`src/rtl/mmdec_pkg.sv`:
```
// constants and types of the memory map address decoder
package mmdec_pkg;
	// ------------------------------------------------------------
	// Notes on behaviour
	// ------------------------------------------------------------

	// cpu view boundaries (byte addresses, 24 bits)
	localparam logic [23:0] MMDEC_REG_END = 24'h0000C0;
	localparam logic [23:0] MMDEC_SINGLE_ACCESS_RAM_BASE = 24'h010000;
	localparam logic [23:0] MMDEC_EXT0_BASE = 24'h050000;
	localparam logic [23:0] MMDEC_EXT2_BASE = 24'h800000;
	localparam logic [23:0] MMDEC_EXT3_BASE = 24'hC00000;
	localparam logic [23:0] MMDEC_EXT4_BASE = 24'hE00000;
	localparam logic [23:0] MMDEC_EXT5_BASE = 24'hF00000;
	localparam logic [23:0] MMDEC_ROM_BASE = 24'hFE0000;
	// dma view offsets (32-bit byte addresses)
	localparam logic [31:0] MMDEC_DMA_DUAL_ACCESS_RAM_BASE = 32'h0001_0000;
	localparam logic [31:0] MMDEC_DMA_SINGLE_ACCESS_RAM_BASE = 32'h0009_0000;
	localparam logic [31:0] MMDEC_DMA_EXT_BASE = 32'h0100_0000;
	localparam logic [31:0] MMDEC_DMA_EXT_STEP = 32'h0100_0000;
	localparam logic [31:0] MMDEC_DMA_ROM_BASE = 32'h050E_0000;
	localparam logic [31:0] MMDEC_DMA_END = 32'h0510_0000;
	// block geometry
	localparam int MMDEC_BLK_SHIFT = 13;
	localparam int MMDEC_ROM_SHIFT = 15;
	localparam int MMDEC_NUM_DUAL_ACCESS_RAM = 8;
	localparam int MMDEC_NUM_SINGLE_ACCESS_RAM = 32;
	localparam int MMDEC_NUM_ROM = 4;
	localparam int MMDEC_NUM_EXT = 5;
	localparam int MMDEC_NUM_MST = 7;
	// io space peripheral windows (word addresses)
	localparam logic [15:0] MMDEC_IO_EXTERNAL_MEMORY_INTERFACE_LO = 16'h1000;
	localparam logic [15:0] MMDEC_IO_EXTERNAL_MEMORY_INTERFACE_HI = 16'h10DD;
	localparam logic [15:0] MMDEC_IO_I2C_LO = 16'h1A00;
	localparam logic [15:0] MMDEC_IO_I2C_HI = 16'h1A6C;
	localparam logic [15:0] MMDEC_IO_UART_LO = 16'h1B00;
	localparam logic [15:0] MMDEC_IO_UART_HI = 16'h1B1F;
	localparam logic [15:0] MMDEC_IO_I2S_LO = 16'h2800;
	localparam logic [15:0] MMDEC_IO_I2S_HI = 16'h2B40;
	localparam logic [15:0] MMDEC_IO_CARD_LO = 16'h3A00;
	localparam logic [15:0] MMDEC_IO_CARD_HI = 16'h3B1F;
	localparam logic [15:0] MMDEC_IO_SAR_LO = 16'h7000;
	localparam logic [15:0] MMDEC_IO_SAR_HI = 16'h70FF;
	localparam logic [15:0] MMDEC_IO_USB_LO = 16'h8000;
	// reset value of the rom disable bit
	localparam logic MMDEC_ROMDIS_RST = 1'b0;
	// master indexes
	localparam int MMDEC_M_CPU = 0;
	localparam int MMDEC_M_LCD = 5;
	localparam int MMDEC_M_USB = 6;

	// target classes
	typedef enum logic [7:0] {
		MMDEC_T_NONE = 8'h01,
		MMDEC_T_REGS = 8'h02,
		MMDEC_T_DUAL_ACCESS_RAM = 8'h04,
		MMDEC_T_SINGLE_ACCESS_RAM = 8'h08,
		MMDEC_T_EXT = 8'h10,
		MMDEC_T_ROM = 8'h20,
		MMDEC_T_IO = 8'h40,
		MMDEC_T_IOREF = 8'h80
	} mmdec_tgt_t;
endpackage

```
`src/rtl/mmdec_top.sv`:
```
// memory map address decoder with per-master routing and single ram arbitration
`timescale 1ns/10ps
module mmdec_top import mmdec_pkg::*; #(
	parameter int NM = MMDEC_NUM_MST
) (
	// clock and reset
	input wire logic sys_clk,
	input wire logic rstn,
	// rom disable bit write from software (status register 3)
	input wire logic rom_disable_wr,
	input wire logic rom_disable_val,
	input wire logic soft_reset,
	// master requests, index 0 cpu, 1..4 dma, 5 lcd, 6 usb
	input wire logic [NM-1:0] req_valid,
	input wire logic [NM-1:0] req_write,
	input wire logic [NM-1:0] req_io,
	input wire logic [NM*32-1:0] req_addr,
	// decoded results, registered
	output logic [NM-1:0] grant_r,
	output logic [NM-1:0] unmapped_r,
	output logic [NM-1:0] refused_r,
	output logic [NM*8-1:0] target_r,
	output logic [NM*6-1:0] block_r,
	output logic [NM*24-1:0] local_addr_r,
	output logic [NM-1:0] write_en_r,
	// external chip selects, active low
	output logic [MMDEC_NUM_EXT-1:0] external_chip_select_n_r,
	output logic sdram_pair_n_r,
	// rom disable bit state
	output logic rom_disable_bit_r,
	// sdram select mode: 0 first select only, 1 first and second
	input wire logic sdram_dual_cs
);
	// ------------------------------------------------------------
	// decode function
	// ------------------------------------------------------------
	// maps a cpu-view address onto a target class, rom gated by the disable bit
	function automatic mmdec_tgt_t mmdec_class(input logic [23:0] a, input logic romdis);
		mmdec_tgt_t t;
		t = MMDEC_T_NONE;
		if (a < MMDEC_REG_END) begin
			t = MMDEC_T_REGS;
		end else if (a < MMDEC_SINGLE_ACCESS_RAM_BASE) begin
			t = MMDEC_T_DUAL_ACCESS_RAM;
		end else if (a < MMDEC_EXT0_BASE) begin
			t = MMDEC_T_SINGLE_ACCESS_RAM;
		end else if (a < MMDEC_ROM_BASE) begin
			t = MMDEC_T_EXT;
		end else if (!romdis) begin
			t = MMDEC_T_ROM;
		end else begin
			t = MMDEC_T_NONE;
		end
		return t;
	endfunction

	// external space index of a cpu-view address
	function automatic logic [2:0] mmdec_ext_idx(input logic [23:0] a);
		logic [2:0] i;
		i = 3'h0;
		if (a >= MMDEC_EXT5_BASE) begin
			i = 3'h4;
		end else if (a >= MMDEC_EXT4_BASE) begin
			i = 3'h3;
		end else if (a >= MMDEC_EXT3_BASE) begin
			i = 3'h2;
		end else if (a >= MMDEC_EXT2_BASE) begin
			i = 3'h1;
		end
		return i;
	endfunction

	// io windows reachable by dma
	function automatic logic mmdec_io_dma_ok(input logic [15:0] a);
		return (a >= MMDEC_IO_EXTERNAL_MEMORY_INTERFACE_LO && a <= MMDEC_IO_EXTERNAL_MEMORY_INTERFACE_HI) ||
			(a >= MMDEC_IO_I2C_LO && a <= MMDEC_IO_I2C_HI) ||
			(a >= MMDEC_IO_UART_LO && a <= MMDEC_IO_UART_HI) ||
			(a >= MMDEC_IO_I2S_LO && a <= MMDEC_IO_I2S_HI) ||
			(a >= MMDEC_IO_CARD_LO && a <= MMDEC_IO_CARD_HI) ||
			(a >= MMDEC_IO_SAR_LO && a <= MMDEC_IO_SAR_HI) ||
			(a >= MMDEC_IO_USB_LO);
	endfunction

	// ------------------------------------------------------------
	// rom disable bit
	// ------------------------------------------------------------
	logic rom_disable_nxt; // next value of the rom disable bit
	// soft reset deliberately does not touch the bit
	assign rom_disable_nxt = rom_disable_wr ? rom_disable_val : rom_disable_bit_r;

	// hardware reset clears, software write sets or clears
	always_ff @(posedge sys_clk or negedge rstn) begin
		if (!rstn) begin
			rom_disable_bit_r <= MMDEC_ROMDIS_RST;
		end else begin
			rom_disable_bit_r <= rom_disable_nxt;
		end
	end

	// ------------------------------------------------------------
	// per-master combinational decode
	// ------------------------------------------------------------
	logic [NM*24-1:0] cpu_addr; // address folded into cpu view
	logic [NM-1:0] view_ok; // address lies inside the master's view
	logic [NM*8-1:0] tgt; // target class per master
	logic [NM*6-1:0] blk; // block index per master
	logic [NM-1:0] refuse; // access refused by policy
	logic [NM-1:0] is_single_access_ram; // wants single ram
	logic [NM*5-1:0] sblk; // single ram block per master
	logic [NM*3-1:0] eidx; // external space per master

	genvar g;
	generate
		for (g = 0; g < NM; g++) begin : gen_dec
			logic [31:0] a32; // raw request address
			logic [31:0] rel; // offset into dma region
			logic [23:0] ca; // cpu-view address
			logic vok; // inside view
			mmdec_tgt_t tc; // decoded class
			logic dma_like; // master uses the dma view
			logic iook; // io target allowed
			assign a32 = req_addr[g*32 +: 32];
			assign dma_like = (g != MMDEC_M_CPU);
			// fold the dma view into cpu-view addresses
			assign rel = a32 - MMDEC_DMA_EXT_BASE;
			assign vok = !dma_like ? (a32[31:24] == 8'h00) :
				(a32 >= MMDEC_DMA_DUAL_ACCESS_RAM_BASE && a32 < MMDEC_DMA_END);
			assign ca = !dma_like ? a32[23:0] :
				(a32 < MMDEC_DMA_SINGLE_ACCESS_RAM_BASE) ? (a32[23:0] - MMDEC_DMA_DUAL_ACCESS_RAM_BASE[23:0]) :
				(a32 < MMDEC_DMA_EXT_BASE) ? (a32[23:0] - MMDEC_DMA_SINGLE_ACCESS_RAM_BASE[23:0] + MMDEC_SINGLE_ACCESS_RAM_BASE) :
				(a32 >= MMDEC_DMA_ROM_BASE) ? (a32[23:0] - MMDEC_DMA_ROM_BASE[23:0] + MMDEC_ROM_BASE) :
				(rel[27:24] == 4'h0) ? (MMDEC_EXT0_BASE + {1'h0, rel[22:0]}) :
				(rel[27:24] == 4'h1) ? (MMDEC_EXT2_BASE + {2'h0, rel[21:0]}) :
				(rel[27:24] == 4'h2) ? (MMDEC_EXT3_BASE + {3'h0, rel[20:0]}) :
				(rel[27:24] == 4'h3) ? (MMDEC_EXT4_BASE + {4'h0, rel[19:0]}) :
				(MMDEC_EXT5_BASE + {4'h0, rel[19:0]});
			// io space: cpu by io opcode, dma controllers by windows
			assign iook = (g == MMDEC_M_CPU) || ((g != MMDEC_M_LCD) && (g != MMDEC_M_USB) &&
				mmdec_io_dma_ok(a32[15:0]));
			assign tc = req_io[g] ? (iook ? MMDEC_T_IO : MMDEC_T_IOREF) :
				(vok ? mmdec_class(ca, rom_disable_bit_r) : MMDEC_T_NONE);
			assign cpu_addr[g*24 +: 24] = req_io[g] ? {8'h00, a32[15:0]} : ca;
			assign view_ok[g] = vok;
			assign tgt[g*8 +: 8] = tc;
			// usb and lcd are kept off dual ram and mapped registers
			assign refuse[g] = ((g == MMDEC_M_LCD) || (g == MMDEC_M_USB)) &&
				(tc == MMDEC_T_DUAL_ACCESS_RAM || tc == MMDEC_T_REGS);
			assign is_single_access_ram[g] = req_valid[g] && (tc == MMDEC_T_SINGLE_ACCESS_RAM) && !refuse[g];
			assign sblk[g*5 +: 5] = 5'(ca[23:MMDEC_BLK_SHIFT] - MMDEC_SINGLE_ACCESS_RAM_BASE[23:MMDEC_BLK_SHIFT]);
			assign eidx[g*3 +: 3] = mmdec_ext_idx(ca);
			assign blk[g*6 +: 6] = (tc == MMDEC_T_ROM) ? 6'(ca[16:MMDEC_ROM_SHIFT]) :
				(tc == MMDEC_T_EXT) ? {3'h0, mmdec_ext_idx(ca)} :
				(tc == MMDEC_T_SINGLE_ACCESS_RAM) ? {1'b0, sblk[g*5 +: 5]} :
				6'(ca[15:MMDEC_BLK_SHIFT]);
		end
	endgenerate

	// ------------------------------------------------------------
	// single ram collision arbitration
	// ------------------------------------------------------------
	// fixed priority, lowest master index wins a block; dual ram needs none
	logic [NM-1:0] sar_lose; // lost the block this cycle
	generate
		for (g = 0; g < NM; g++) begin : gen_arb
			logic [NM-1:0] hit; // higher-priority master on same block
			genvar h;
			for (h = 0; h < NM; h++) begin : gen_cmp
				if (h < g) begin : gen_lo
					assign hit[h] = is_single_access_ram[h] && (sblk[h*5 +: 5] == sblk[g*5 +: 5]);
				end else begin : gen_hi
					assign hit[h] = 1'b0;
				end
			end
			assign sar_lose[g] = is_single_access_ram[g] && (|hit);
		end
	endgenerate

	// ------------------------------------------------------------
	// grants and chip selects
	// ------------------------------------------------------------
	logic [NM-1:0] grant_nxt; // access accepted this cycle
	logic [NM-1:0] unmapped_nxt; // access hits nothing
	logic [MMDEC_NUM_EXT-1:0] cs_nxt; // active-high chip selects
	logic [NM-1:0] ext_pick; // external accepted per master

	generate
		for (g = 0; g < NM; g++) begin : gen_gnt
			// unmapped reads return zero and writes are dropped at the target
			assign unmapped_nxt[g] = req_valid[g] && (tgt[g*8 +: 8] == MMDEC_T_NONE ||
				tgt[g*8 +: 8] == MMDEC_T_IOREF);
			assign grant_nxt[g] = req_valid[g] && !unmapped_nxt[g] && !refuse[g] && !sar_lose[g];
			assign ext_pick[g] = grant_nxt[g] && (tgt[g*8 +: 8] == MMDEC_T_EXT);
		end
	endgenerate

	// one chip select, for the lowest-index master with an external access
	always_comb begin
		cs_nxt = '0;
		for (int i = NM - 1; i >= 0; i--) begin
			if (ext_pick[i]) begin
				cs_nxt = '0;
				cs_nxt[eidx[i*3 +: 3]] = 1'b1;
			end
		end
	end

	logic pair_nxt; // second select joins the first in dual mode
	assign pair_nxt = sdram_dual_cs && cs_nxt[0];

	// ------------------------------------------------------------
	// output registers
	// ------------------------------------------------------------
	// all results captured on the clock so outputs come from flops
	always_ff @(posedge sys_clk or negedge rstn) begin
		if (!rstn) begin
			grant_r <= '0;
			unmapped_r <= '0;
			refused_r <= '0;
			target_r <= '0;
			block_r <= '0;
			local_addr_r <= '0;
			write_en_r <= '0;
			external_chip_select_n_r <= '1;
			sdram_pair_n_r <= 1'b1;
		end else begin
			grant_r <= grant_nxt;
			unmapped_r <= unmapped_nxt;
			refused_r <= req_valid & (refuse | sar_lose);
			target_r <= tgt;
			block_r <= blk;
			local_addr_r <= cpu_addr;
			write_en_r <= grant_nxt & req_write;
			external_chip_select_n_r <= ~cs_nxt;
			sdram_pair_n_r <= ~pair_nxt;
		end
	end

	// soft reset and view flag are informational only
	logic unused_ok; // keeps intent visible
	assign unused_ok = soft_reset | (&view_ok);
endmodule

```
`config.mk`:
```
export PLATFORM = sky130hd
export DESIGN_NAME = mmdec_top
export DESIGN_NICKNAME = d
export VERILOG_FILES = /design/src/rtl/mmdec_pkg.sv /design/src/rtl/mmdec_top.sv
export SDC_FILE = /design/constraint.sdc
export NUM_CORES = 1
export LEC_CHECK = 0
export ABC_AREA = 1
export ABC_CLOCK_PERIOD_IN_PS = 1500
export BUFFER_PORTS_ARGS = -buffer_cell sky130_fd_sc_hd__buf_2
export CAP_MARGIN = 20
export CORE_MARGIN = 4
export CORE_UTILIZATION = 25
export CTS_CLUSTER_SIZE = 25
export DETAILED_ROUTE_END_ITERATION = 10
export GPL_TIMING_DRIVEN = 0
export HOLD_SLACK_MARGIN = 0.12
export PLACE_DENSITY_LB_ADDON = 0.2
export SLEW_MARGIN = 20
export SYNTH_ARGS = -nofsm -noshare
export SYNTH_HDL_FRONTEND = slang
export SYNTH_SLANG_ARGS = --single-unit
```
`constraint.sdc`:
```
create_clock -name sys_clk -period 1.5 [get_ports sys_clk]
set_input_delay 0.45 -clock sys_clk [delete_from_list [all_inputs] [get_ports sys_clk]]
set_output_delay 0.45 -clock sys_clk [all_outputs]
set_load 0.02 [all_outputs]
```
==> impl_results.md, run 1 <==
* Routed WL at 82,500 µm
* TritonCTS Buffers at 38
* Detailed placement HPWL at 63,200 µm
* WP data required at 1.98 ns
* Max transition margin at 39.2%
* Layout cells sized above 1 at 40.3%
* Setup CP Type: primary input to register
* Clock buffer depth at 3
* Yosys Warn Count at 0
* Starting Density at 25.2%
* Area leader, netlist: dfrtp_1
* Run status: finished, violations left
* Max stage delay on crit path at 0.31 ns
* Peak VDD IR at 0.633 mV
* Post-synthesis cell area at 18,800 µm²
* Min cycle time layout at 3.80 ns
* Grt ovf at 0
* Die height at 282 µm
* WL met1 at 34,300 µm
* Cell variety after synth at 69
* Vias per cell at 4.53
* Hold-fix buffers, CTS at 126
* Routed Antenna Nets at 0
* Cell Pwr Density at 798 nW/µm²
* DIE AREA at 79,600 µm²
* Core area at 74,400 µm²
* Post-Syn Instances at 2,593
* Die X-Extent at 282 µm
* Initial antenna violation count at 4
* Leakage at 14.7 nW
* Top cell type's share of synthesized area at 37.8%
* # port buffers at 532
* Failing checks: hold timing, setup timing
* Clock skew at 0.0211 ns
* Final setup vio count at 400
* WL met2 at 39,400 µm
* Top cells by area, synth: dfrtp_1, nand2_1, nor2_1
* Routed len/inst at 18.3 µm
* Crit-path slowest cell: ha_4
* Main synth FF type: dfrtp_1
* Gpl congestion at 0.894
* Average instance area after synthesis at 7.24 µm²
* Drc violations at 0
* Largest net degree at the start of global routing at 87
* Met3 Wirelength at 5410 µm
* GRT Total Usage at 19.8%
* Clock Latency Late Sink at 0.55 ns
* Row Count at 100
* Finished Core Util at 40.1%
* DRT Pass-1 Iters at 5
* Clk sinks at 290
* Layout area overhead at 59.1%
* First-pass GRT wire length at 121,000 µm
* Peak Freq at 0.263 GHz
* Arrival time of the worst setup path at 4.28 ns
* Clock Tree Root: clkbuf_16
* Final WS setup at -2.30 ns
* Hold Path Class: primary input to async pin
* Vias in the first global route at 20,200
* CTS tree: built
* Post-synth ARST share at 100%
* CTS clk-pin slew, worst paths at 0.06 ns
* CP startpoint kind: primary input
* H-tree depth at 2
* Via count at 20,400
* Register area share after synthesis at 38.7%
* Unrepaired setup endpoints after global routing: yes
* CP Capture Type: register
* Max FO, Critical Path at 6
* Fin. max-slew vios at 0
* Place WS at -4.15 ns
* Hold Fails Final Rpt at 73
* Synthesized flop and latch total at 290
* Slew at the pin closest to its max-slew limit at 0.913 ns
* Starting DRC count in detailed routing at 1,024
* Max-cap viol count at 0
* Pwr Total at 23.8 mW
* Max Used Layer: met5
* Final-stage net count at 3,818
* Ports at 552
* Crit share post-route at 253%
* Worst hold slack at -0.153 ns
* Number of synthesized flops with an enable pin at 0
==> worst max-delay path: cells and delay by family <==
family / cells / cell delay (ns)
buffers and inverters: 6 / 0.63
adders and majority gates: 2 / 0.45
xor gates and xnor gates: 2 / 0.39
and+or+nand+nor: 18 / 1.99
AOI/OAI and AO/OA: 2 / 0.37
==> report_power, final <==
| part | internal (mW) | total (mW) | leakage, nW | switching, mW |
|---|---|---|---|---|
| sequential | 8.16 | 8.25 | 3.61 | 0.0954 |
| clock | 6.40 | 10.2 | 0.668 | 3.76 |
| combinational | 2.07 | 5.43 | 10.4 | 3.36 |
==> metrics by stage <==
step,hold slack [ns],instance area (µm²),setup TNS (ns),cells
5_1_grt,-0.125,29900,-150.93,4503
3_5_place_dp,0.471,23900,-277.20,4107
2_1_floorplan,0.154,19900,-123.06,2603
4_1_cts,-0.138,28700,-123.72,4438
6_report,-0.153,29900,-118.94,4504
3_3_place_gp,0.560,23800,-1970.41,4104
==> synthesized netlist by cell type, types with 6 or more instances <==
cell / instances
a211oi_1: 12
a21oi_1: 82
and2_1: 6
buf_2: 11
buf_4: 17
clkbuf_1: 20
dfrtp_1: 284
dfstp_2: 6
ha_1: 62
inv_1: 335
inv_2: 31
nand2_1: 643
nand2_2: 27
nand3_1: 151
nand4_1: 63
nor2_1: 377
nor2_2: 25
nor2_4: 16
nor3_1: 39
nor4_1: 29
o2111ai_1: 6
o211ai_1: 10
o21ai_0: 110
o21ai_1: 14
o31ai_1: 6
or2_2: 8
xnor2_1: 20
xor2_1: 82
==> area by class of cell <==
cell class	count	area [µm²]
diodes	3	7.51
plain buffers	49	463
clock buffers	47	1060
clock inverters	20	329
fillers	7670	44600
inverters	373	1540
multi-input cells	1883	12100
flip-flops and latches	290	7260
well taps	969	1210
repair buffers	870	5930
==> kinds of logic after synthesis <==
logic type      after synthesis  share of synthesized area [%]
simple gates               1417                           33.6
fa+ha+maj                    62                           4.13
xor+xnor                    108                           5.39
buf+inv                     430                           9.24
other cells                   1                         0.0200
compound gates              285                           8.95
flops                       290                           38.7
==> sequential cells by signal, indices dropped and copies added, names as in the netlist <==
name / count
block_r: 35
external_chip_select_n_r: 5
grant_r: 7
local_addr_r: 168
refused_r: 6
rom_disable_bit_r: 1
sdram_pair_n_r: 1
target_r: 53
unmapped_r: 7
write_en_r: 7
==> metal layers <==
metal / global-route usage (%) / vias to the layer above
met5: 0 / -
met4: 7.61 / 2
met3: 4.40 / 146
met2: 33.7 / 615
met1: 24.5 / 9536
li1: - / 10100
==> worst paths after layout <==
check / from / end / slack [ns] / depth (start not counted)
min in group sys_clk: req_write[3] / write_en_r[3] / 0.16 / 3
setup reg to reg: rom_disable_bit_r / external_chip_select_n_r[4] / -1.02 / 17
setup / recovery: req_addr[116] / external_chip_select_n_r[1] / -2.30 / 30
max in group asynchronous: rstn / local_addr_r[28] / 0.37 / 3
hold / removal: rstn / local_addr_r[73] / -0.15 / 1
hold reg to reg: rom_disable_bit_r / unmapped_r[3] / 0.77 / 4
==> repair_timing <==
action,CTS,global route
pin swaps,142,133
gates cloned,0,0
endpoints found under the hold margin,197,73
buffers inserted,143,72
resized for setup,299,196
setup endpoints to repair,449,448
==> cells in the final DEF, fill, tap and decap left out, types with 80 or more instances in the layout <==
master,synthesis,layout
dfrtp_1,284,284
nand2_1,643,517
nor2_1,377,297
o21ai_0,110,84
nand2_2,27,114
xor2_1,82,80
buf_4,17,181
nand3_1,151,107
buf_2,11,517
dlygate4sd3_1,0,126
inv_1,335,269
Power figures use the tool's default switching activity.
==> run 2, diff against run 1 <==
==> constraint.sdc (replaced) <==
create_clock -name sys_clk -period 1.5 [get_ports sys_clk]
set_input_delay 0.45 -clock sys_clk [delete_from_list [all_inputs] [get_ports sys_clk]]
set_output_delay 0.45 -clock sys_clk [all_outputs]
set_load 0.005 [all_outputs]
==> impl_results.md, run 2 (synthesis results as in run 1) <==
* Die X-Extent at 282 µm (unchanged)
* First-pass GRT wire length at 122,000 µm (was 121,000 µm)
* Starting Density at 25.2% (unchanged)
* Finished Core Util at 40.3% (was 40.1%)
* H-tree depth at 2 (unchanged)
* Clock Latency Late Sink at 0.56 ns (was 0.55 ns)
* DIE AREA at 79,600 µm² (unchanged)
* Layout cells sized above 1 at 40.9% (was 40.3%)
* Vias per cell at 4.54 (was 4.53)
* Leakage at 14.8 nW (was 14.7 nW)
* Final setup vio count at 212 (was 400)
* CTS tree: built (unchanged)
* Vias in the first global route at 20,300 (was 20,200)
* Hold Path Class: primary input to async pin (unchanged)
* Top Registers: local_addr_r x168, target_r x53, block_r x35 (unchanged)
* Layout area overhead at 59.7% (was 59.1%)
* Largest register by flop count: local_addr_r (unchanged)
* Sum Neg Setup Slack at -110.06 ns (was -118.94 ns)
* Max transition margin at 43.0% (was 39.2%)
* Clock power share at 43.1% (was 42.6%)
* Clk sinks at 290 (unchanged)
* Initial antenna violation count at 1 (was 4)
* Detailed placement HPWL at 63,000 µm (was 63,200 µm)
* Final-stage net count at 3,833 (was 3,818)
* Core area at 74,400 µm² (unchanged)
* # port buffers at 532 (unchanged)
* Worst hold slack at -0.169 ns (was -0.153 ns)
* Clock buffer depth at 3 (unchanged)
* Final WS setup at -2.35 ns (was -2.30 ns)
* Psw at 6.99 mW (was 7.21 mW)
* Routed Antenna Nets at 0 (unchanged)
* Sw Share at 29.9% (was 30.3%)
* Dpl cells at 4,107 (unchanged)
* Largest net degree at the start of global routing at 86 (was 87)
* Max stage delay on crit path at 0.27 ns (was 0.31 ns)
* Fin. max-slew vios at 0 (unchanged)
* Failing checks: hold timing, setup timing (unchanged)
* Ports at 552 (unchanged)
* Peak VDD IR at 0.753 mV (was 0.633 mV)
* Crit share post-route at 257% (was 253%)
* Most frequent cells in the layout: nand2_1, buf_2, nor2_1, dfrtp_1, inv_1 (unchanged)
* WP data required at 1.99 ns (was 1.98 ns)
* TritonCTS Buffers at 39 (was 38)
* Int Power at 16.4 mW (was 16.6 mW)
* CP startpoint kind: primary input (unchanged)
* Area used by multi-input combinational logic at 12,000 µm² (was 12,100 µm²)
* Starting DRC count in detailed routing at 991 (was 1,024)
* Max-cap viol count at 0 (unchanged)
* Largest register FFs at 168 (unchanged)
* Hold-fix buffers, CTS at 127 (was 126)
* Register area at 7260 µm² (unchanged)
* Setup CP Type: primary input to register (unchanged)
* Slew at the pin closest to its max-slew limit at 0.855 ns (was 0.913 ns)
* Run status: finished, violations left (unchanged)
* Min cycle time layout at 3.85 ns (was 3.80 ns)
* Hold Fails Final Rpt at 54 (was 73)
* Max FO, Critical Path at 5 (was 6)
* Arrival time of the worst setup path at 4.34 ns (was 4.28 ns)
* Commonest non-fill, non-tap cell in the layout: nand2_1
* GRT Total Usage at 19.9% (was 19.8%)
* DRT Pass-1 Iters at 5 (unchanged)
* Unrepaired setup endpoints after global routing: yes (unchanged)
* Non-Filler Instances at 4,521 (was 4,504)
* Via count at 20,500 (was 20,400)
* Place WS at -4.07 ns (was -4.15 ns)
* Drc violations at 0 (unchanged)
* CTS clk-pin slew, worst paths at 0.06 ns (about the same)
* CP Capture Type: register (unchanged)
* Routed len/inst at 18.3 µm (about the same)
* Fillcell total at 7,801 (was 7,670)
* Crit-path slowest cell: ha_4 (unchanged)
* Row Count at 100 (unchanged)
* Power share of the combinational group at 21.6% (was 22.8%)
* Clock skew at 0.0103 ns (was 0.0211 ns)
* Cell Pwr Density at 780 nW/µm² (was 798 nW/µm²)
* Grt ovf at 0 (unchanged)
* Clock Tree Root: clkbuf_16 (unchanged)
* Gpl congestion at 0.904 (was 0.894)
* Die height at 282 µm (unchanged)
* Seq pwr share at 35.3% (was 34.6%)
* Peak Freq at 0.260 GHz (was 0.263 GHz)
* Routed WL at 82,700 µm (was 82,500 µm)
==> run 2: cell types whose count changed in the layout (fill, tap and decap cells not counted), sizes merged, moves of 2 or more <==
cell	change
bufinv	-2
inv	+2
clkinvlp	-4
clkinv	+10
clkbuf	-5
buf	+17
diode	-2
==> run 2: routing by layer <==
metal	vias up	wire [µm]	track usage, %
li1	10100	-	-
met1	9759	35000	24.9
met2	529	40400	34.8
met3	103	4920	4.02
met4	2	2340	5.44
met5	-	13	0
==> run 2: final cells by class <==
cell class,count,area share (%)
multi-input cells,1883,40.0
flip-flops and latches,290,24.2
repair buffers,882,20.3
inverters,373,5.14
well taps,969,4.04
clock buffers,46,3.51
plain buffers,51,1.59
clock inverters,26,1.13
diodes,1,0.00834
==> run 2: what timing repair did <==
action	CTS	global route
hold endpoints to repair	179	54
cloned	0	0
setup endpoints to repair	449	451
setup buffers	163	74
gates resized for setup	311	218
pin swaps	138	140
==> run 2: metrics by stage <==
step	area, µm²	total power [mW]
6_report	30000	23.4
5_1_grt	30000	24.6
4_1_cts	28800	23.6
3_5_place_dp	23900	12.4
3_3_place_gp	23800	12.4
2_1_floorplan	19900	10.5
==> run 2: worst max-delay path, delay by kind of cell <==
family	cells	cell delay (ns)
AND/OR/NAND/NOR	18	2.10
buffers and inverters	5	0.52
adder cells (fa/ha/maj)	2	0.50
AO/OA/AOI/OAI	2	0.38
XOR/XNOR	2	0.38
==> run 2: final timing paths <==
path,start,endpoint,slack (ns),cells after the start
hold reg to reg,rom_disable_bit_r,target_r[24],0.63,2
min in group sys_clk,req_addr[16],block_r[3],0.16,2
hold / removal,rstn,local_addr_r[14],-0.17,1
setup / recovery,req_addr[116],external_chip_select_n_r[3],-2.35,29
setup reg to reg,rom_disable_bit_r,external_chip_select_n_r[3],-1.08,15
max in group asynchronous,rstn,target_r[9],0.46,3
==> run 2: power by group through the flow <==
| stage | clock network [mW] | registers (mW) | logic [mW] |
|---|---|---|---|
| after global routing | 10.8 | 8.28 | 5.54 |
| after detailed placement | 0 | 8.39 | 4.01 |
| after floorplan | 0 | 8.44 | 2.06 |
| after CTS | 10.5 | 8.25 | 4.80 |
| after global placement | 0 | 8.39 | 3.98 |
| final | 10.1 | 8.25 | 5.05 |
==> run 3, diff against run 2 <==
- MAX_ROUTING_LAYER: not set -> met4
==> impl_results.md, run 3 (synthesis results as in run 1) <==
* Initial antenna violation count at 4 (was 1)
* CTS tree: built (unchanged)
* Ports at 552 (unchanged)
* Run status: finished, violations left (unchanged)
* Hold Fails Final Rpt at 46 (was 54)
* Final Cell Area at 29,500 µm² (was 30,000 µm²)
* Grt ovf at 0 (unchanged)
* Clk sinks at 290 (unchanged)
* Clock Tree Root: clkbuf_16 (unchanged)
* Clock skew at 0.0165 ns (was 0.0103 ns)
* Min cycle time layout at 3.84 ns (was 3.85 ns)
* Setup CP Type: primary input to register (unchanged)
* Max stage delay on crit path at 0.27 ns (about the same)
* Peak Freq at 0.261 GHz (was 0.260 GHz)
* Crit share post-route at 256% (was 257%)
* GRT Total Usage at 20.5% (was 19.9%)
* Fin. max-slew vios at 0 (unchanged)
* Leakage at 14.5 nW (was 14.8 nW)
* Slew at the pin closest to its max-slew limit at 0.835 ns (was 0.855 ns)
* Final setup vio count at 230 (was 212)
* Failing checks: hold timing, setup timing (unchanged)
* Top Registers: local_addr_r x168, target_r x53, block_r x35 (unchanged)
* Gpl congestion at 0.908 (was 0.904)
* Drc violations at 0 (unchanged)
* Routed len/inst at 18.3 µm (about the same)
* First-pass GRT wire length at 122,000 µm (about the same)
* H-tree depth at 2 (unchanged)
* Routed WL at 82,200 µm (was 82,700 µm)
* DIE AREA at 79,600 µm² (unchanged)
* Via count at 20,400 (was 20,500)
* Starting Density at 25.2% (unchanged)
* Post-DP Area at 23,900 µm² (unchanged)
* CTS clk-pin slew, worst paths at 0.06 ns (about the same)
* WP data required at 2.00 ns (was 1.99 ns)
* Largest register by flop count: local_addr_r (unchanged)
* Hold-fix buffers, CTS at 128 (was 127)
* Routed Antenna Nets at 0 (unchanged)
* Commonest non-fill, non-tap cell in the layout: buf_2 (was nand2_1)
* Finished Core Util at 39.6% (was 40.3%)
* Layout cells sized above 1 at 39.6% (was 40.9%)
* TritonCTS Buffers at 38 (was 39)
* R2R Setup Slk at -1.04 ns (was -1.08 ns)
* Starting DRC count in detailed routing at 1,030 (was 991)
* CP startpoint kind: primary input (unchanged)
* Setup crit end: external_chip_select_n_r[4] (was external_chip_select_n_r[3])
* Layout area overhead at 57.1% (was 59.7%)
* Worst hold slack at -0.202 ns (was -0.169 ns)
* CP Capture Type: register (unchanged)
* Vias in the first global route at 20,300 (about the same)
* Die X-Extent at 282 µm (unchanged)
* Pwr Total at 22.5 mW (was 23.4 mW)
* Cell Pwr Density at 763 nW/µm² (was 780 nW/µm²)
* Max-cap viol count at 0 (unchanged)
* Row Count at 100 (unchanged)
* Setup crit start: req_addr[116] (unchanged)
* Most frequent cells in the layout: buf_2, nand2_1, nor2_1, dfrtp_1, inv_1 (was nand2_1, buf_2, nor2_1, dfrtp_1, inv_1)
* Arrival time of the worst setup path at 4.34 ns (about the same)
* Most frequent cell on the critical path: nand2_2
* Final WS setup at -2.34 ns (was -2.35 ns)
* Final-stage net count at 3,803 (was 3,833)
* Clock Latency Late Sink at 0.56 ns (about the same)
* Max transition margin at 44.3% (was 43.0%)
* DRT Pass-1 Iters at 5 (unchanged)
* Largest net degree at the start of global routing at 88 (was 86)
* Peak VDD IR at 0.627 mV (was 0.753 mV)
* Die height at 282 µm (unchanged)
* Vias per cell at 4.54 (about the same)
* Reg2Reg Depth at 15 (unchanged)
* Max FO, Critical Path at 5 (unchanged)
* # port buffers at 532 (unchanged)
* Largest register FFs at 168 (unchanged)
* R2R Path Start: rom_disable_bit_r (unchanged)
* Detailed placement HPWL at 63,200 µm (was 63,000 µm)
* Reg2Reg Capture Point: external_chip_select_n_r[3] (unchanged)
* Crit-path slowest cell: ha_4 (unchanged)
* Unrepaired setup endpoints after global routing: yes (unchanged)
* Hold Path Class: primary input to async pin (unchanged)
* Core area at 74,400 µm² (unchanged)
* Clock buffer depth at 3 (unchanged)
[run 3: area by class of cell]
| cell class | instances | area [µm²] |
|---|---|---|
| buffer | 51 | 444 |
| clock buffer | 49 | 1070 |
| timing repair buffer | 853 | 5810 |
| tap | 969 | 1210 |
| inverter | 373 | 1550 |
| multi-input combinational | 1883 | 11900 |
| antenna | 4 | 10.0 |
| sequential | 290 | 7260 |
| clock inverter | 19 | 206 |
| fill | 7738 | 44900 |
[run 3: how the worst min path moves through the flow]
stage,start,end,slack [ns],depth (start not counted)
global route,rstn,local_addr_r[73],-0.19,1
floorplan,rstn,block_r[0],0.15,0
detailed placement,rstn,local_addr_r[0],0.40,1
finish,rstn,local_addr_r[73],-0.20,1
CTS,rstn,local_addr_r[0],-0.22,1
global placement,req_addr[1],local_addr_r[1],0.56,1
[run 3: routing by layer]
metal | vias to the layer above | part of all wire, % | track usage [%]
met1 | 9640 | 43 | 25.3
met5 | - | 0 | -
met2 | 543 | 48 | 34.2
met4 | 0 | 3.3 | 6.24
met3 | 128 | 5.7 | 3.68
li1 | 10100 | - | -
[run 3: power breakdown]
group	leakage (nW)	internal (mW)	total, mW	switching, mW
Combinational	10.3	2.03	4.94	2.91
Clock	0.613	5.47	9.32	3.85
Sequential	3.61	8.16	8.25	0.0928
[run 3: metrics by stage]
stage	setup WS [ns]	std cells	hold WS, ns	setup TNS [ns]
floorplan	-2.09	2603	0.154	-123.06
global placement	-5.91	4104	0.560	-1941.66
detailed placement	-4.04	4107	0.398	-262.46
CTS	-2.41	4425	-0.215	-118.06
global route	-2.57	4491	-0.195	-146.03
finish	-2.34	4491	-0.202	-114.42
[run 3: worst max-delay path: cells and delay by family]
kind | cells | cell delay, ns
buffers and inverters | 6 | 0.63
AOI/OAI and AO/OA | 2 | 0.36
and+or+nand+nor | 19 | 2.07
xor gates and xnor gates | 2 | 0.38
adders and majority gates | 2 | 0.42
[run 3: what timing repair did]
action	in CTS	in global routing
buffers inserted	128	72
endpoints found under the hold margin	172	46
pin swaps	134	99
gates resized for setup	267	206
endpoints found under the setup margin	444	450
